File: config.mk
export PLATFORM = sky130hd
export DESIGN_NAME = siop_pins
export DESIGN_NICKNAME = d
export VERILOG_FILES = /design/src/rtl/siop_pkg.sv /design/src/rtl/siop_pwm.sv /design/src/rtl/siop_pins.sv
export SDC_FILE = /design/constraint.sdc
export NUM_CORES = 1
export LEC_CHECK = 0
export BUFFER_PORTS_ARGS = -buffer_cell sky130_fd_sc_hd__buf_4
export CORE_MARGIN = 5
export CORE_UTILIZATION = 60
export DETAILED_ROUTE_END_ITERATION = 7
export PLACE_DENSITY = 0.87
export SLEW_MARGIN = 20
export SYNTH_ARGS = -nofsm -noshare
export SYNTH_HDL_FRONTEND = slang
export SYNTH_SLANG_ARGS = --single-unit
File: constraint.sdc
create_clock -name hclk -period 13.8 [get_ports hclk]
set_clock_uncertainty 0.15 [all_clocks]
set_input_delay 0.69 -clock hclk [delete_from_list [all_inputs] [get_ports hclk]]
set_output_delay 0.69 -clock hclk [all_outputs]
set_load 0.01 [all_outputs]
File: src/rtl/siop_pkg.sv
// Constants for the two-pin status/general I/O port.
// Assumes one 100 MHz clock and an AHB-Lite master for software.
// Contract
// - Protection status: high when clear, low when active
// - Inverted polarity drives the exact opposite level
// - Off status: high when off, low when on
// - Output True is logic 1, low normally
// - Output False is logic 0, high normally
// - Output mode sends static 1, 0 or PWM
// - PWM frequency and duty are separate settings
// - Input mode senses and reports the pin level
// - Polarity inverts both sent and received signals
// - Function choice: status, input, output; status default
// - Unconnected input reads 1, inverted reads 0
// - Duty sets the low fraction of each period
`default_nettype none

package siop_pkg;

    localparam int          NPIN      = 2;
    localparam int          CLK_HZ    = 100_000_000;
    localparam int          PH_W      = 27;
    localparam int          DUTY_W    = 7;
    localparam int          DUTY_MAX  = 100;
    localparam int          DUTY_STEP = CLK_HZ / DUTY_MAX;
    localparam int          FREQ_MAX  = CLK_HZ / 2;

    // Register byte offsets
    localparam logic [7:0]  CFG_BASE    = 8'h00;
    localparam logic [7:0]  FREQ_BASE   = 8'h08;
    localparam logic [7:0]  DUTY_BASE   = 8'h0C;
    localparam logic [7:0]  PIN_STRIDE  = 8'h08;
    localparam logic [7:0]  STATUS_ADDR = 8'h18;

    // Configuration word fields
    localparam int          FUNC_LSB  = 0;
    localparam int          INV_BIT   = 2;
    localparam int          SEL_LSB   = 4;

    // Status word fields
    localparam int          ST_IN_LSB   = 0;
    localparam int          ST_LVL_LSB  = 2;
    localparam int          ST_PROT_BIT = 4;
    localparam int          ST_ON_BIT   = 5;

    localparam logic [PH_W-1:0]   FREQ_RST = 27'h000_0064;
    localparam logic [DUTY_W-1:0] DUTY_RST = 7'h0A;

    typedef enum logic [1:0] {
        FN_STATUS = 2'b00,
        FN_INPUT  = 2'b01,
        FN_OUTPUT = 2'b10
    } siop_func_t;

    typedef enum logic [1:0] {
        SEL_FALSE = 2'b00,
        SEL_TRUE  = 2'b01,
        SEL_PWM   = 2'b10
    } siop_sel_t;

endpackage : siop_pkg

`default_nettype wire

File: src/rtl/siop_pwm.sv
// Phase-accumulator PWM source for one pin.
// Assumes freq at most half the clock rate and duty at most 100.
`default_nettype none

module siop_pwm
    import siop_pkg::*;
#(
    parameter int PW = PH_W
) (
    // Clock and reset
    input  wire logic              hclk,
    input  wire logic              hresetn,
    // Settings
    input  wire logic              run,
    input  wire logic [PW-1:0]     freq,
    input  wire logic [DUTY_W-1:0] duty,
    // Waveform, 1 during the low phase
    output logic                   low_r
);

    logic [PW-1:0] acc_r;
    logic [PW:0]   sum;
    logic [33:0]   prod;
    logic [PW-1:0] thresh;

    // Average period is exactly CLK_HZ/freq cycles, no divider needed
    always_comb begin
        sum    = {1'b0, acc_r} + {1'b0, freq};
        prod   = 34'(duty) * 34'(DUTY_STEP);
        thresh = prod[PW-1:0];
    end

    always_ff @(posedge hclk or negedge hresetn) begin
        if (!hresetn) begin
            acc_r <= '0;
        end else if (!run) begin
            acc_r <= '0;
        end else if (sum >= (PW+1)'(CLK_HZ)) begin
            acc_r <= PW'(sum - (PW+1)'(CLK_HZ));
        end else begin
            acc_r <= sum[PW-1:0];
        end
    end

    // Low phase leads each period
    always_ff @(posedge hclk or negedge hresetn) begin
        if (!hresetn) begin
            low_r <= 1'b0;
        end else begin
            low_r <= run && (acc_r < thresh);
        end
    end
endmodule : siop_pwm

`default_nettype wire

File: src/rtl/siop_pins.sv
// Two configurable status/general I/O pins with an AHB-Lite slave.
// Assumes all inputs synchronous to hclk; pin wire resolved outside.
`default_nettype none

module siop_pins
    import siop_pkg::*;
(
    // Clock and reset
    input  wire logic            hclk,
    input  wire logic            hresetn,
    // AHB-Lite slave
    input  wire logic            hsel,
    input  wire logic [31:0]     haddr,
    input  wire logic [1:0]      htrans,
    input  wire logic            hwrite,
    input  wire logic [2:0]      hsize,
    input  wire logic [31:0]     hwdata,
    input  wire logic            hready,
    output logic [31:0]          hrdata,
    output logic                 hreadyout,
    output logic                 hresp,
    // Instrument state
    input  wire logic            protection_active,
    input  wire logic            output_on,
    // Pins
    input  wire logic [NPIN-1:0] pin_in,
    output logic [NPIN-1:0]      pin_out,
    output logic [NPIN-1:0]      pin_oe_n
);

    logic [NPIN-1:0][1:0]        func_r;
    logic [NPIN-1:0]             inv_r;
    logic [NPIN-1:0][1:0]        sel_r;
    logic [NPIN-1:0][PH_W-1:0]   freq_r;
    logic [NPIN-1:0][DUTY_W-1:0] duty_r;
    logic [NPIN-1:0]             in_state_r;
    logic [NPIN-1:0]             pwm_low;
    logic [NPIN-1:0]             stat_src;
    logic [NPIN-1:0]             logic_val;
    logic [NPIN-1:0]             pwm_run;

    logic                        wr_pend_r;
    logic                        rd_pend_r;
    logic [7:0]                  acc_addr_r;
    logic [31:0]                 rd_nxt;
    logic                        take;

    // Bus address phase
    assign take = hsel && hready && htrans[1];

    always_ff @(posedge hclk or negedge hresetn) begin
        if (!hresetn) begin
            wr_pend_r  <= 1'b0;
            rd_pend_r  <= 1'b0;
            acc_addr_r <= 8'h00;
        end else begin
            wr_pend_r <= take && hwrite && (hsize == 3'b010);
            rd_pend_r <= take && !hwrite;
            if (take) begin
                acc_addr_r <= haddr[7:0];
            end
        end
    end

    // Reads take one wait state so a write just before is seen
    always_ff @(posedge hclk or negedge hresetn) begin
        if (!hresetn) begin
            hreadyout <= 1'b1;
            hrdata    <= 32'h0000_0000;
            hresp     <= 1'b0;
        end else begin
            hresp <= 1'b0;
            if (take && !hwrite) begin
                hreadyout <= 1'b0;
            end else if (rd_pend_r) begin
                hreadyout <= 1'b1;
                hrdata    <= rd_nxt;
            end
        end
    end

    // Read multiplexer; unmapped offsets read zero
    always_comb begin
        rd_nxt = 32'h0000_0000;
        for (int i = 0; i < NPIN; i++) begin
            if (acc_addr_r == CFG_BASE + 8'(4 * i)) begin
                rd_nxt[FUNC_LSB +: 2] = func_r[i];
                rd_nxt[INV_BIT]       = inv_r[i];
                rd_nxt[SEL_LSB +: 2]  = sel_r[i];
            end else if (acc_addr_r ==
                         FREQ_BASE + 8'(i) * PIN_STRIDE) begin
                rd_nxt[PH_W-1:0] = freq_r[i];
            end else if (acc_addr_r ==
                         DUTY_BASE + 8'(i) * PIN_STRIDE) begin
                rd_nxt[DUTY_W-1:0] = duty_r[i];
            end
        end
        if (acc_addr_r == STATUS_ADDR) begin
            rd_nxt[ST_IN_LSB +: NPIN]  = in_state_r;
            rd_nxt[ST_LVL_LSB +: NPIN] = pin_out;
            rd_nxt[ST_PROT_BIT]        = protection_active;
            rd_nxt[ST_ON_BIT]          = output_on;
        end
    end

    // Configuration registers
    always_ff @(posedge hclk or negedge hresetn) begin
        if (!hresetn) begin
            func_r <= '0;
            inv_r  <= '0;
            sel_r  <= '0;
        end else if (wr_pend_r) begin
            for (int i = 0; i < NPIN; i++) begin
                if (acc_addr_r == CFG_BASE + 8'(4 * i)) begin
                    // Unknown codes fall back to the status function and to SEL_FALSE
                    if (hwdata[FUNC_LSB +: 2] == 2'b11) begin
                        func_r[i] <= FN_STATUS;
                    end else begin
                        func_r[i] <= hwdata[FUNC_LSB +: 2];
                    end
                    inv_r[i] <= hwdata[INV_BIT];
                    if (hwdata[SEL_LSB +: 2] == 2'b11) begin
                        sel_r[i] <= SEL_FALSE;
                    end else begin
                        sel_r[i] <= hwdata[SEL_LSB +: 2];
                    end
                end
            end
        end
    end

    // PWM frequency and duty, saturated so the waveform stays defined
    always_ff @(posedge hclk or negedge hresetn) begin
        if (!hresetn) begin
            for (int i = 0; i < NPIN; i++) begin
                freq_r[i] <= FREQ_RST;
                duty_r[i] <= DUTY_RST;
            end
        end else if (wr_pend_r) begin
            for (int i = 0; i < NPIN; i++) begin
                if (acc_addr_r == FREQ_BASE + 8'(i) * PIN_STRIDE) begin
                    if (hwdata > 32'(FREQ_MAX)) begin
                        freq_r[i] <= PH_W'(FREQ_MAX);
                    end else begin
                        freq_r[i] <= hwdata[PH_W-1:0];
                    end
                end else if (acc_addr_r ==
                             DUTY_BASE + 8'(i) * PIN_STRIDE) begin
                    if (hwdata > 32'(DUTY_MAX)) begin
                        duty_r[i] <= DUTY_W'(DUTY_MAX);
                    end else begin
                        duty_r[i] <= hwdata[DUTY_W-1:0];
                    end
                end
            end
        end
    end

    // Status sources: pin 0 protection, pin 1 main output on
    assign stat_src[0] = protection_active;
    assign stat_src[1] = output_on;

    genvar g;
    generate
        for (g = 0; g < NPIN; g++) begin : g_pin
            assign pwm_run[g] = (func_r[g] == FN_OUTPUT) &&
                                (sel_r[g] == SEL_PWM);

            siop_pwm u_pwm (
                .hclk    (hclk),
                .hresetn (hresetn),
                .run     (pwm_run[g]),
                .freq    (freq_r[g]),
                .duty    (duty_r[g]),
                .low_r   (pwm_low[g])
            );
        end
    endgenerate

    // Logic value per pin; logic 1 means a low level at normal polarity
    always_comb begin
        for (int i = 0; i < NPIN; i++) begin
            logic_val[i] = 1'b0;
            if (func_r[i] == FN_STATUS) begin
                logic_val[i] = stat_src[i];
            end else if (sel_r[i] == SEL_TRUE) begin
                logic_val[i] = 1'b1;
            end else if (sel_r[i] == SEL_PWM) begin
                logic_val[i] = pwm_low[i];
            end
        end
    end

    // Pin drivers; input mode releases the pin
    always_ff @(posedge hclk or negedge hresetn) begin
        if (!hresetn) begin
            pin_out  <= '1;
            pin_oe_n <= '0;
        end else begin
            for (int i = 0; i < NPIN; i++) begin
                pin_out[i]  <= !(logic_val[i] ^ inv_r[i]);
                pin_oe_n[i] <= (func_r[i] == FN_INPUT);
            end
        end
    end

    // Input sensing; an open pin floats high and reads 1, or 0 when inverted
    always_ff @(posedge hclk or negedge hresetn) begin
        if (!hresetn) begin
            in_state_r <= '0;
        end else begin
            for (int i = 0; i < NPIN; i++) begin
                if (func_r[i] == FN_INPUT) begin
                    in_state_r[i] <= pin_in[i] ^ inv_r[i];
                end else begin
                    in_state_r[i] <= 1'b0;
                end
            end
        end
    end
endmodule : siop_pins

`default_nettype wire

==> impl_metrics.env, run 1 <==
export IMPL_synth_cell_type_count=92
export IMPL_worstPathRequired_ns=14.03
export IMPL_critical_path_max_fanout=8
export IMPL_initial_utilization_pct=60.7
export IMPL_grt_use_total_pct=28.7
export IMPL_syn_mean_instance_area_um2=8.75
export IMPL_number_of_buffers_inserted_during_clock_tree_synthesis=17
export IMPL_synth_area_leaders="sky130_fd_sc_hd__dfrtp_1 (27%), sky130_fd_sc_hd__ha_1 (16%), sky130_fd_sc_hd__o21ai_0 (5.2%)"
export IMPL_final_design_area_no_fill_um2=16700
export IMPL_cts_repair_timing_setup_buffer_count=0
export IMPL_port_buffers=84
export IMPL_dpl_hpwl_um=32100
export IMPL_irDropWorstVdd_v=0.0000725
export IMPL_report_final_slew_viol_count=0
export IMPL_worstPathArrival_ns=5.59
export IMPL_tritoncts="yes"
export IMPL_finalPower_uw=1240
export IMPL_globalplace_congestion=0.972
export IMPL_highest_count_cells_in_the_layout_ignoring_fill_and_taps="sky130_fd_sc_hd__nand2_1 (208), sky130_fd_sc_hd__ha_1 (194), sky130_fd_sc_hd__dfrtp_1 (165)"
export IMPL_fin_setup_tns_ns=0
export IMPL_num_nets_final=2094
export IMPL_post_route_drc_count=0
export IMPL_remaining_max_slew_budget_at_the_tightest_pin_pct=24.1
export IMPL_synth_sequential_area_ratio_pct=29.3
export IMPL_ios=116
export IMPL_hold_ws_ns=0.291
export IMPL_setup_violations=0
export IMPL_finalCoreUtilization_pct=66.6
export IMPL_die_width_um=169
export IMPL_maximum_number_of_pins_on_one_net_before_global_route_repair=84
export IMPL_die_area_um2=28700
export IMPL_antenna_violations_before_repair=1
export IMPL_fmax_ghz=0.187
export IMPL_netlist_area_um2=15200
export IMPL_clock_sink_count=178
export IMPL_drt_first_iter_violations=1316
export IMPL_pwr_density_cell_nw_per_um2=74.1
export IMPL_synth_top_cell_area_share_pct=27.1
export IMPL_post_cts_clock_slew_at_the_launch_and_capture_registers_of_the_worst_setup_and_hold_paths_ns=0.08
export IMPL_fp_row_count=58
export IMPL_finalCriticalPeriod_ns=5.36
export IMPL_detail_route_antenna_nets=0
export IMPL_finalHoldViolations=0
export IMPL_leakage_uw=0.00839
export IMPL_clk_latency_ns=0.46
export IMPL_tightest_slew_ns=1.14
export IMPL_postSynthRegisterBits=178
export IMPL_fp_coreArea_um2=25100
export IMPL_endpoint_kind="flip-flop"
export IMPL_synthDominantAreaCellType="sky130_fd_sc_hd__dfrtp_1"
export IMPL_die_h_um=169
export IMPL_wire_per_inst_um=19.3
export IMPL_grt_pass1_vias=13300
export IMPL_hold_path_class="primary input to flip-flop"
export IMPL_global_route_overflow_total=0
export IMPL_outcome="finished, final reports clean"
export IMPL_layout_drive_gt1_share_pct=11.4
export IMPL_synthArstFlopShare_pct=100
export IMPL_postPlaceCellArea_um2=16100
export IMPL_crit_path_launch_type="flip-flop"
export IMPL_clock_tree_root_cell="sky130_fd_sc_hd__clkbuf_16"
export IMPL_post_detailed_route_via_to_cell_ratio=6.43
export IMPL_detailedRoute_firstPassIterationCount=6
export IMPL_layout_cells_most_common="sky130_fd_sc_hd__nand2_1"
export IMPL_syn2layout_area_growth_pct=9.85
export IMPL_synthCells=1741
export IMPL_n_fill_cell=2040
export IMPL_timing_final_crit_share_pct=38.8
export IMPL_max_cap_violations=0
export IMPL_yosys_warns=0
export IMPL_cts_repair_resized=0
export IMPL_bufs_on_longest_clock_path=2
export IMPL_vias=13800
export IMPL_critical_setup_path_kind="flip-flop to flip-flop"
export IMPL_htree_levels=4
export IMPL_number_of_enable_flip_flop_cells_after_synthesis=0
export IMPL_grt_pass1_wl_um=67200
export IMPL_routed_wirelength_um=41200
export IMPL_dominantRegCellSynth="sky130_fd_sc_hd__dfrtp_1"
export IMPL_rsz0062_at_grt="false"
## cells in the mapped netlist (7+ instances only)
| cell type | number |
|---|---|
| sky130_fd_sc_hd__nor4_1 | 7 |
| sky130_fd_sc_hd__mux2i_1 | 26 |
| sky130_fd_sc_hd__a22oi_1 | 27 |
| sky130_fd_sc_hd__buf_2 | 8 |
| sky130_fd_sc_hd__o21a_1 | 23 |
| sky130_fd_sc_hd__nand3_1 | 38 |
| sky130_fd_sc_hd__or3_1 | 17 |
| sky130_fd_sc_hd__xnor2_1 | 38 |
| sky130_fd_sc_hd__or4_1 | 9 |
| sky130_fd_sc_hd__inv_1 | 92 |
| sky130_fd_sc_hd__dfstp_2 | 13 |
| sky130_fd_sc_hd__a21oi_1 | 111 |
| sky130_fd_sc_hd__xor2_1 | 29 |
| sky130_fd_sc_hd__o21ai_0 | 157 |
| sky130_fd_sc_hd__and3_1 | 10 |
| sky130_fd_sc_hd__o211ai_1 | 15 |
| sky130_fd_sc_hd__nand4_1 | 22 |
| sky130_fd_sc_hd__mux2_2 | 17 |
| sky130_fd_sc_hd__or2_2 | 8 |
| sky130_fd_sc_hd__ha_1 | 194 |
| sky130_fd_sc_hd__and2_1 | 21 |
| sky130_fd_sc_hd__a211oi_1 | 21 |
| sky130_fd_sc_hd__nand2b_1 | 27 |
| sky130_fd_sc_hd__a31oi_1 | 17 |
| sky130_fd_sc_hd__a21o_1 | 42 |
| sky130_fd_sc_hd__a31o_2 | 10 |
| sky130_fd_sc_hd__nor3_1 | 28 |
| sky130_fd_sc_hd__a211o_1 | 7 |
| sky130_fd_sc_hd__nand2_1 | 208 |
| sky130_fd_sc_hd__nor2b_1 | 15 |
| sky130_fd_sc_hd__fa_1 | 26 |
| sky130_fd_sc_hd__nor2_1 | 114 |
| sky130_fd_sc_hd__o21bai_1 | 12 |
| sky130_fd_sc_hd__clkbuf_1 | 45 |
| sky130_fd_sc_hd__dfrtp_1 | 165 |
## sequential cells by signal, summed over array words and instances, names as in the netlist
signal and flops:
sel_r 4, hrdata 27, pin_oe_n 2, acc_addr_r 8, g_pin.u_pwm.acc_r 54, wr_pend_r 1, rd_pend_r 1, freq_r 54
duty_r 14, pin_out 2, g_pin.u_pwm.low_r 2, func_r 4, inv_r 2, hreadyout 1, in_state_r 2
## metrics by stage
stage | std cells | setup slack [ns]
after CTS | 2139 | 8.44
final | 2140 | 8.44
after detailed placement | 2106 | 8.47
after floorplan | 1746 | 8.91
after global routing | 2139 | 8.10
after global placement | 2106 | 8.59
## logic make-up after synthesis
group	after synthesis	share of synthesized area, %
buf+inv	154	4.11
compound gates	524	22.6
flops	178	29.3
simple gates	553	17.6
xor+xnor	68	3.96
mux	43	2.97
other cells	1	0.0246
fa+ha+maj	220	19.4
## where the power goes
part           switching [uW]  total (uW)  internal [uW]
logic                     103         186           83.5
registers                17.8         554            537
clock network             254         500            246
total                     374        1240            866
## critical path, cell delays in order, from the launching register on
cell and delay (ns):
sky130_fd_sc_hd__dfstp_2 0.67, sky130_fd_sc_hd__fa_1 0.48, sky130_fd_sc_hd__ha_1 0.30, sky130_fd_sc_hd__inv_1 0.06, sky130_fd_sc_hd__fa_1 0.52, sky130_fd_sc_hd__inv_1 0.06, sky130_fd_sc_hd__fa_1 0.47, sky130_fd_sc_hd__ha_1 0.37
sky130_fd_sc_hd__nand2_1 0.09, sky130_fd_sc_hd__o21ai_0 0.11, sky130_fd_sc_hd__o21a_1 0.21, sky130_fd_sc_hd__o21a_1 0.18, sky130_fd_sc_hd__o21a_1 0.18, sky130_fd_sc_hd__a311o_1 0.36, sky130_fd_sc_hd__xnor2_1 0.13, sky130_fd_sc_hd__ha_1 0.31
sky130_fd_sc_hd__a21oi_1 0.15, sky130_fd_sc_hd__o21ai_0 0.09, sky130_fd_sc_hd__nor3_1 0.14, sky130_fd_sc_hd__o21ai_0 0.12, sky130_fd_sc_hd__a21oi_1 0.12
## worst paths after layout
kind / startpoint / to / slack (ns) / cells past startpoint
max: duty_r[3] / g_pin[0].u_pwm.low_r / 8.44 / 20
min: hwrite / rd_pend_r / 0.29 / 2
max reg2reg: duty_r[3] / g_pin[0].u_pwm.low_r / 8.44 / 20
min reg2reg: hrdata[25] / hrdata[25] / 0.33 / 2
max in group asynchronous: hresetn / g_pin[0].u_pwm.acc_r[11] / 11.13 / 4
min in group asynchronous: hresetn / hrdata[21] / 0.54 / 2
## routing by layer
layer / vias up / global-route usage [%] / share of wire (%)
met5: - / 0 / 0
met3: 96 / 4.59 / 8.3
met1: 6576 / 39.4 / 42
met2: 628 / 47.2 / 47
li1: 6454 / - / -
met4: 0 / 8.65 / 2.8
## area by class of cell
class / count / area, um2 / area share [%]
Tap cell: 330 / 413 / 2.47
Multi-Input combinational cell: 1414 / 10200 / 60.9
Clock inverter: 15 / 175 / 1.05
Antenna cell: 1 / 2.50 / 0.0150
Clock buffer: 17 / 425 / 2.54
Timing Repair Buffer: 93 / 708 / 4.23
Sequential cell: 178 / 4470 / 26.7
Inverter: 92 / 345 / 2.06
## repair_timing
| action | 4_1_cts | 5_1_grt |
|---|---|---|
| endpoints found under the setup margin | 0 | 0 |
| hold buffers | 1 | 0 |
| endpoints found under the hold margin | 34 | 0 |
Note: power is estimated with default switching activity, not from simulation.
==> run 2: changes to the inputs <==
- CORE_UTILIZATION: 60 -> 56
- PLACE_DENSITY: 0.87 -> 0.85
- clock period: 13.8 -> 4.5 ns (I/O delays scaled with it)
==> run 2 against run 1 <==
Effect of this change:
- the flow now finishes with violations (negative setup slack)
- first-iteration DRC count is 3.8% higher
- wire length is 5.8% higher
- design area is 5.9% higher
==> impl_metrics.env, run 2 (same netlist as run 1, synthesis figures left out) <==
export IMPL_htree_levels=4
export IMPL_outcome="finished with violations"
export IMPL_finalCriticalPeriod_ns=4.81
export IMPL_tightest_slew_ns=1.04
export IMPL_crit_path_launch_type="flip-flop"
export IMPL_worstPathArrival_ns=5.02
export IMPL_fp_row_count=60
export IMPL_finalHoldViolations=0
export IMPL_report_final_slew_viol_count=0
export IMPL_vias=14100
export IMPL_reg2reg_slack_ns=-0.31
export IMPL_clk_latency_ns=0.45
export IMPL_worstPathRequired_ns=4.72
export IMPL_r2r_end="g_pin[0].u_pwm.low_r"
export IMPL_wire_per_inst_um=19.4
export IMPL_routed_wirelength_um=43600
export IMPL_grt_use_total_pct=27.8
export IMPL_finalPower_uw=3830
export IMPL_power_report_internal_total_uw=2690
export IMPL_grt_pass1_vias=13700
export IMPL_remaining_max_slew_budget_at_the_tightest_pin_pct=30.4
export IMPL_bufs_on_longest_clock_path=2
export IMPL_worst_reg2reg_path_startpoint="duty_r[1]"
export IMPL_antenna_violations_before_repair=0
export IMPL_fmax_ghz=0.208
export IMPL_worst_slack_setup_final_ns=-0.306
export IMPL_n_fill_cell=2098
export IMPL_grt_pass1_wl_um=69500
export IMPL_syn2layout_area_growth_pct=16.4
export IMPL_die_width_um=175
export IMPL_die_area_um2=30600
export IMPL_drt_first_iter_violations=1366
export IMPL_power_switching_uw=1130
export IMPL_clock_tree_root_cell="sky130_fd_sc_hd__clkbuf_16"
export IMPL_timing_final_crit_share_pct=107
export IMPL_detail_route_antenna_nets=0
export IMPL_failed_checks="negative setup slack"
export IMPL_ios=116
export IMPL_insertedDiodeCount=0
export IMPL_endpoint_kind="flip-flop"
export IMPL_post_place_ws_ns=-0.405
export IMPL_pwr_share_seq_pct=44.3
export IMPL_num_nets_final=2195
export IMPL_post_detailed_route_via_to_cell_ratio=6.26
export IMPL_min_path_cells=3
export IMPL_maximum_number_of_pins_on_one_net_before_global_route_repair=93
export IMPL_post_cts_clock_slew_at_the_launch_and_capture_registers_of_the_worst_setup_and_hold_paths_ns=0.08
export IMPL_hold_end="freq_r[7]"
export IMPL_origin_of_the_worst_min_delay_path="hwdata[7]"
export IMPL_tritoncts="yes"
export IMPL_critical_path_max_fanout=3
export IMPL_layout_cells_most_common="sky130_fd_sc_hd__nand2_1"
export IMPL_clock_power_share_pct=38.5
export IMPL_rsz0062_at_grt="true"
export IMPL_detailedRoute_firstPassIterationCount=5
export IMPL_highest_count_cells_in_the_layout_ignoring_fill_and_taps="sky130_fd_sc_hd__nand2_1 (206), sky130_fd_sc_hd__ha_1 (188), sky130_fd_sc_hd__dfrtp_1 (165)"
export IMPL_port_buffers=84
export IMPL_setup_violations=2
export IMPL_critical_setup_path_kind="flip-flop to flip-flop"
export IMPL_max_cap_violations=0
export IMPL_leakage_uw=0.00885
export IMPL_post_route_drc_count=0
export IMPL_globalplace_congestion=0.963
export IMPL_pwr_density_cell_nw_per_um2=216
export IMPL_number_of_buffers_inserted_during_clock_tree_synthesis=17
export IMPL_dpl_hpwl_um=33200
export IMPL_die_h_um=175
export IMPL_initial_utilization_pct=56.7
export IMPL_hold_path_class="primary input to flip-flop"
export IMPL_global_route_overflow_total=0
export IMPL_irDropWorstVdd_v=0.000244
export IMPL_largest_registers="freq_r x54, g_pin.u_pwm.acc_r x54, hrdata x27"
export IMPL_fp_coreArea_um2=26900
export IMPL_worst_r2r_cell_count=20
export IMPL_layout_drive_gt1_share_pct=15.2
export IMPL_comb_power_share_pct=17.1
export IMPL_switching_share_pct=29.6
export IMPL_clock_sink_count=178
## run 2: metal layers
| metal | share of wire [%] | vias up | GRT usage [%] |
|---|---|---|---|
| li1 | - | 6642 | - |
| met1 | 42 | 6747 | 37.7 |
| met2 | 46 | 613 | 45.1 |
| met3 | 8.4 | 100 | 5.28 |
| met4 | 3.3 | 0 | 9.59 |
| met5 | 0 | - | 0 |
## run 2: power by group through the flow
stage | Clock (uW) | Sequential (uW) | Combinational [uW]
finish | 1480 | 1700 | 655
CTS | 1480 | 1700 | 641
floorplan | 0 | 1710 | 382
detailed placement | 0 | 1730 | 603
global route | 1550 | 1700 | 724
global placement | 0 | 1720 | 578
## run 2: worst max path at each step
stage,startpoint,to,slack [ns],depth (start not counted)
2_1_floorplan,duty_r[3],g_pin[0].u_pwm.low_r,-0.26,20
3_3_place_gp,duty_r[1],g_pin[0].u_pwm.low_r,-0.33,20
3_5_place_dp,duty_r[1],g_pin[0].u_pwm.low_r,-0.41,20
4_1_cts,duty_r[3],g_pin[0].u_pwm.low_r,-0.41,20
5_1_grt,duty_r[1],g_pin[0].u_pwm.low_r,-0.51,20
6_report,duty_r[1],g_pin[0].u_pwm.low_r,-0.31,20
## run 2: repair_timing
| item | 4_1_cts | 5_1_grt |
|---|---|---|
| hold endpoints to repair | 162 | 0 |
| setup buffers | 2 | 4 |
| pin swaps | 13 | 29 |
| gates resized for setup | 5 | 23 |
| hold buffers | 42 | 0 |
| endpoints found under the setup margin | 2 | 22 |
## run 2: stage by stage
stage | utilization [%] | TNS (ns) | instance area [um2] | hold WS, ns | cells
after floorplan | - | -0.256 | 15300 | -0.221 | 1746
after global placement | 61.7 | -0.374 | 16600 | 0.191 | 2171
after detailed placement | 61.7 | -0.574 | 16600 | 0.192 | 2171
after CTS | 65.5 | -0.552 | 17600 | 0.0165 | 2247
after global routing | 66.0 | -1.07 | 17700 | 0.0468 | 2251
final | 66.0 | -0.450 | 17700 | 0.0163 | 2251
## run 2: area by class of cell
| type | instances | area (um2) | area share (%) |
|---|---|---|---|
| clock inverter | 14 | 138 | 0.776 |
| inverter | 92 | 345 | 1.95 |
| tap | 341 | 427 | 2.41 |
| sequential | 178 | 4470 | 25.2 |
| timing repair buffer | 194 | 1590 | 8.99 |
| clock buffer | 18 | 429 | 2.42 |
| multi-input combinational | 1414 | 10300 | 58.2 |
## run 2: critical path: stages (launching register included)
cell and delay (ns):
sky130_fd_sc_hd__dfstp_2 0.54, sky130_fd_sc_hd__fa_1 0.44, sky130_fd_sc_hd__ha_1 0.31, sky130_fd_sc_hd__inv_2 0.04, sky130_fd_sc_hd__fa_1 0.53, sky130_fd_sc_hd__inv_1 0.05
sky130_fd_sc_hd__fa_1 0.52, sky130_fd_sc_hd__ha_4 0.21, sky130_fd_sc_hd__nand2_1 0.06, sky130_fd_sc_hd__o21ai_1 0.07, sky130_fd_sc_hd__o21a_1 0.19, sky130_fd_sc_hd__o21a_1 0.18
sky130_fd_sc_hd__o21a_1 0.18, sky130_fd_sc_hd__a311o_1 0.27, sky130_fd_sc_hd__xnor2_1 0.13, sky130_fd_sc_hd__ha_1 0.33, sky130_fd_sc_hd__a21oi_2 0.13, sky130_fd_sc_hd__o21ai_1 0.06
sky130_fd_sc_hd__nor3_1 0.12, sky130_fd_sc_hd__o21ai_1 0.09, sky130_fd_sc_hd__a21oi_1 0.11
==> run 3: changes to the inputs <==
- ABC_AREA: default -> 1
- CORE_UTILIZATION: 56 -> 57
- PLACE_DENSITY: 0.85 -> 0.86
==> run 3 against run 2 <==
Effect of this change:
- the run still ends with negative setup slack left
- setup slack improved by 0.19 ns
- power up 100%
- first-iteration DRC count grew 33%
- sequential share of layout area decreased by 1.9 points
- core utilization rose by 0.98 points
- register-to-register slack better by 0.19 ns
- via count rose by 19%
- flip-flop and latch count unchanged
- critical path type unchanged
- largest cell class unchanged
==> impl_metrics.env, run 3 <==
export IMPL_outcome="finished with violations"
export IMPL_failed_checks="negative setup slack"
export IMPL_irDropWorstVdd_v=0.000304
export IMPL_hold_path_class="primary input to flip-flop"
export IMPL_clock_tree_root_cell="sky130_fd_sc_hd__clkbuf_16"
export IMPL_port_buffers=84
export IMPL_synth_xor_xnor_area_share_pct=3.49
export IMPL_synth_most_common_cell="sky130_fd_sc_hd__nand2_1"
export IMPL_tightest_slew_ns=1.11
export IMPL_finalCoreUtilization_pct=66.9
export IMPL_fp_row_count=62
export IMPL_synth_area_leaders="sky130_fd_sc_hd__dfrtp_1 (25%), sky130_fd_sc_hd__nand2_1 (15%), sky130_fd_sc_hd__ha_1 (15%)"
export IMPL_clock_power_share_pct=20.1
export IMPL_yosys_warns=0
export IMPL_synthDominantAreaCellType="sky130_fd_sc_hd__dfrtp_1"
export IMPL_fmax_ghz=0.217
export IMPL_layout_drive_gt1_share_pct=13.4
export IMPL_post_detailed_route_via_to_cell_ratio=5.69
export IMPL_number_of_enable_flip_flop_cells_after_synthesis=0
export IMPL_dominantRegCellSynth="sky130_fd_sc_hd__dfrtp_1"
export IMPL_remaining_max_slew_budget_at_the_tightest_pin_pct=26.0
export IMPL_syn_mean_instance_area_um2=6.95
export IMPL_largest_registers="freq_r x54, g_pin.u_pwm.acc_r x54, hrdata x27"
export IMPL_report_final_slew_viol_count=0
export IMPL_critical_path_slowest_cell="sky130_fd_sc_hd__dfstp_2"
export IMPL_worst_slack_setup_final_ns=-0.111
export IMPL_switching_share_pct=48.2
export IMPL_synth_simple_gate_area_share_pct=31.4
export IMPL_hold_ws_ns=0.0216
export IMPL_layout_cells_most_common="sky130_fd_sc_hd__nand2_1"
export IMPL_power_switching_uw=3700
export IMPL_synthCells=2384
export IMPL_finalPower_uw=7660
export IMPL_ios=116
export IMPL_setup_violations=1
export IMPL_dpl_cell_count=2880
export IMPL_grt_busiest_layer="met2"
export IMPL_global_route_overflow_total=0
export IMPL_postSynthRegisterBits=178
export IMPL_critical_setup_path_kind="flip-flop to flip-flop"
export IMPL_grtUsageMet2_pct=52.8
export IMPL_worstPathRequired_ns=4.73
export IMPL_rsz0062_at_grt="true"
export IMPL_synth_sequential_area_ratio_pct=27.0
export IMPL_endpoint_kind="flip-flop"
export IMPL_comb_power_share_pct=53.9
export IMPL_synth_fa_ha_area_share_pct=17.8
export IMPL_critical_path_max_fanout=2
export IMPL_globalplace_congestion=1.02
export IMPL_pwr_density_cell_nw_per_um2=399
export IMPL_use_met1_pct=38.1
export IMPL_synth_cell_type_count=53
export IMPL_critPathMaxStageDelay_ns=0.54
export IMPL_pwr_share_seq_pct=26.0
export IMPL_path_common_cell="sky130_fd_sc_hd__fa_1"
export IMPL_highest_count_cells_in_the_layout_ignoring_fill_and_taps="sky130_fd_sc_hd__nand2_1 (653), sky130_fd_sc_hd__inv_1 (351), sky130_fd_sc_hd__nor2_1 (239)"
export IMPL_clk_latency_ns=0.45
export IMPL_worstPathArrival_ns=4.84
export IMPL_crit_path_launch_type="flip-flop"
export IMPL_netlist_area_um2=16600
export IMPL_detailedRoute_firstPassIterationCount=7
export IMPL_number_of_buffers_inserted_during_clock_tree_synthesis=17
export IMPL_timing_critical_path_cells="fa_1 -> ha_1 -> inv_2 -> fa_1 -> inv_1 -> fa_1 -> ha_4 -> nor2_2 -> a21oi_2 -> a31oi_2 -> buf_4 -> xor2_1 -> ha_1 -> a21oi_1 -> a21oi_2 -> a2111oi_4 -> nand3_1 -> nor2_1"
export IMPL_clock_sink_count=178
export IMPL_die_h_um=181
export IMPL_finalHoldViolations=0
export IMPL_insertedDiodeCount=0
export IMPL_grt_use_total_pct=30.7
export IMPL_synth_top_family_by_area="simple AND/OR/NAND/NOR gates"
export IMPL_synth_top_cell_area_share_pct=24.9
export IMPL_htree_levels=4
export IMPL_wire_per_inst_um=17.1
export IMPL_timing_final_crit_share_pct=102
export IMPL_initial_utilization_pct=57.8
export IMPL_synth_compound_area_share_pct=10.6
export IMPL_die_area_um2=32600
export IMPL_maximum_number_of_pins_on_one_net_before_global_route_repair=90
export IMPL_dpl_hpwl_um=39100
export IMPL_fp_coreArea_um2=28700
export IMPL_finalCriticalPeriod_ns=4.61
export IMPL_post_cts_clock_slew_at_the_launch_and_capture_registers_of_the_worst_setup_and_hold_paths_ns=0.08
export IMPL_routed_wirelength_um=50500
export IMPL_post_place_ws_ns=-0.377
export IMPL_muxShareOfSynthArea_pct=0.272
export IMPL_num_nets_final=2853
export IMPL_power_report_internal_total_uw=3970
export IMPL_detail_route_antenna_nets=0
export IMPL_max_cap_violations=0
export IMPL_n_fill_cell=2397
export IMPL_grt_pass1_vias=16500
export IMPL_synthArstFlopShare_pct=100
export IMPL_syn2layout_area_growth_pct=15.9
export IMPL_bufs_on_longest_clock_path=2
export IMPL_post_route_drc_count=0
export IMPL_grt_pass1_wl_um=82000
export IMPL_die_width_um=181
export IMPL_antenna_violations_before_repair=0
export IMPL_gr_met3_demand_resource_pct=4.44
export IMPL_post_layout_nonfiller_instances=2952
export IMPL_drt_first_iter_violations=1814
export IMPL_synthTopCellsByCount="sky130_fd_sc_hd__nand2_1 (656), sky130_fd_sc_hd__inv_1 (353), sky130_fd_sc_hd__nor2_1 (245), sky130_fd_sc_hd__ha_1 (194), sky130_fd_sc_hd__dfrtp_1 (165)"
export IMPL_tritoncts="yes"
export IMPL_vias=16800
export IMPL_leakage_uw=0.0106
-- run 3: cell types whose count changed after synthesis, moves of 19 or more --
cell / previous run / this run
sky130_fd_sc_hd__nand2_1: 208 / 656
sky130_fd_sc_hd__a21o_1: 42 / 1
sky130_fd_sc_hd__nand2_2: 0 / 44
sky130_fd_sc_hd__o21ai_0: 157 / 87
sky130_fd_sc_hd__clkbuf_1: 45 / 26
sky130_fd_sc_hd__a22oi_1: 27 / 0
sky130_fd_sc_hd__nand2b_1: 27 / 0
sky130_fd_sc_hd__nor2_2: 0 / 21
sky130_fd_sc_hd__inv_1: 92 / 353
sky130_fd_sc_hd__a211oi_1: 21 / 1
sky130_fd_sc_hd__nand3_1: 38 / 117
sky130_fd_sc_hd__nor2_1: 114 / 245
sky130_fd_sc_hd__a21oi_1: 111 / 141
sky130_fd_sc_hd__mux2i_1: 26 / 0
-- run 3: critical path, delay by kind of cell, from the launching register on --
family / cells / cell delay (ns)
and+or+nand+nor: 3 / 0.31
DFF: 1 / 0.54
AOI/OAI and AO/OA: 5 / 0.90
buffers and inverters: 3 / 0.24
xor gates and xnor gates: 1 / 0.15
adders and majority gates: 6 / 2.26
-- run 3: final timing paths --
path	slack, ns	startpoint	cells past startpoint	to
min in group asynchronous	0.23	hresetn	2	g_pin[1].u_pwm.low_r
worst min-delay path	0.02	hwdata[25]	3	freq_r[25]
worst min register to register	0.32	func_r[1]	1	pin_oe_n[0]
max in group asynchronous	2.71	hresetn	3	freq_r[43]
worst max register to register	-0.11	duty_r[1]	18	g_pin[0].u_pwm.low_r
worst max-delay path	-0.11	duty_r[1]	18	g_pin[0].u_pwm.low_r
-- run 3: area by class of cell --
class | count | area, um2 | share of cell area (%)
clock buffers | 20 | 447 | 2.32
inverters | 364 | 1370 | 7.14
clock inverters | 12 | 123 | 0.638
multi-input cells | 1808 | 10800 | 56.3
well taps | 384 | 480 | 2.50
repair buffers | 186 | 1510 | 7.84
flip-flops and latches | 178 | 4470 | 23.3
-- run 3: power groups by stage --
stage	Clock, uW	Sequential (uW)	Combinational [uW]
2_1_floorplan	0	1900	3150
3_3_place_gp	0	2010	3890
3_5_place_dp	0	2010	4010
4_1_cts	1540	1990	4060
5_1_grt	1600	2000	4690
6_report	1540	1990	4130
-- run 3: through the flow --
stage	area [um2]	setup TNS, ns
6_report	19200	-0.111
5_1_grt	19200	-0.468
4_1_cts	19000	-0.156
3_5_place_dp	18000	-0.556
3_3_place_gp	18000	-0.196
2_1_floorplan	16600	-0.0289
-- run 3: repair_timing --
action	4_1_cts	5_1_grt
hold buffers	38	0
pin swaps	19	23
setup endpoints to repair	2	2
buffers inserted	1	1
resized for setup	14	37
endpoints found under the hold margin	141	0
-- run 3: logic make-up (layout without fill, tap and decap cells) --
group                      count (synthesis)  count (layout)
AOI/OAI and AO/OA                        310             310
muxes                                      4               4
other                                      1               6
and+or+nand+nor                         1202            1202
DFF                                      178             178
xor gates and xnor gates                  66              66
buffers and inverters                    403             582
adders and majority gates                220             220
-- run 3: routing by layer --
metal | vias to the layer above | share of wire [%]
li1 | 8026 | -
met1 | 7859 | 40
met2 | 726 | 48
met3 | 190 | 6.6
met4 | 0 | 5.4
met5 | - | 0
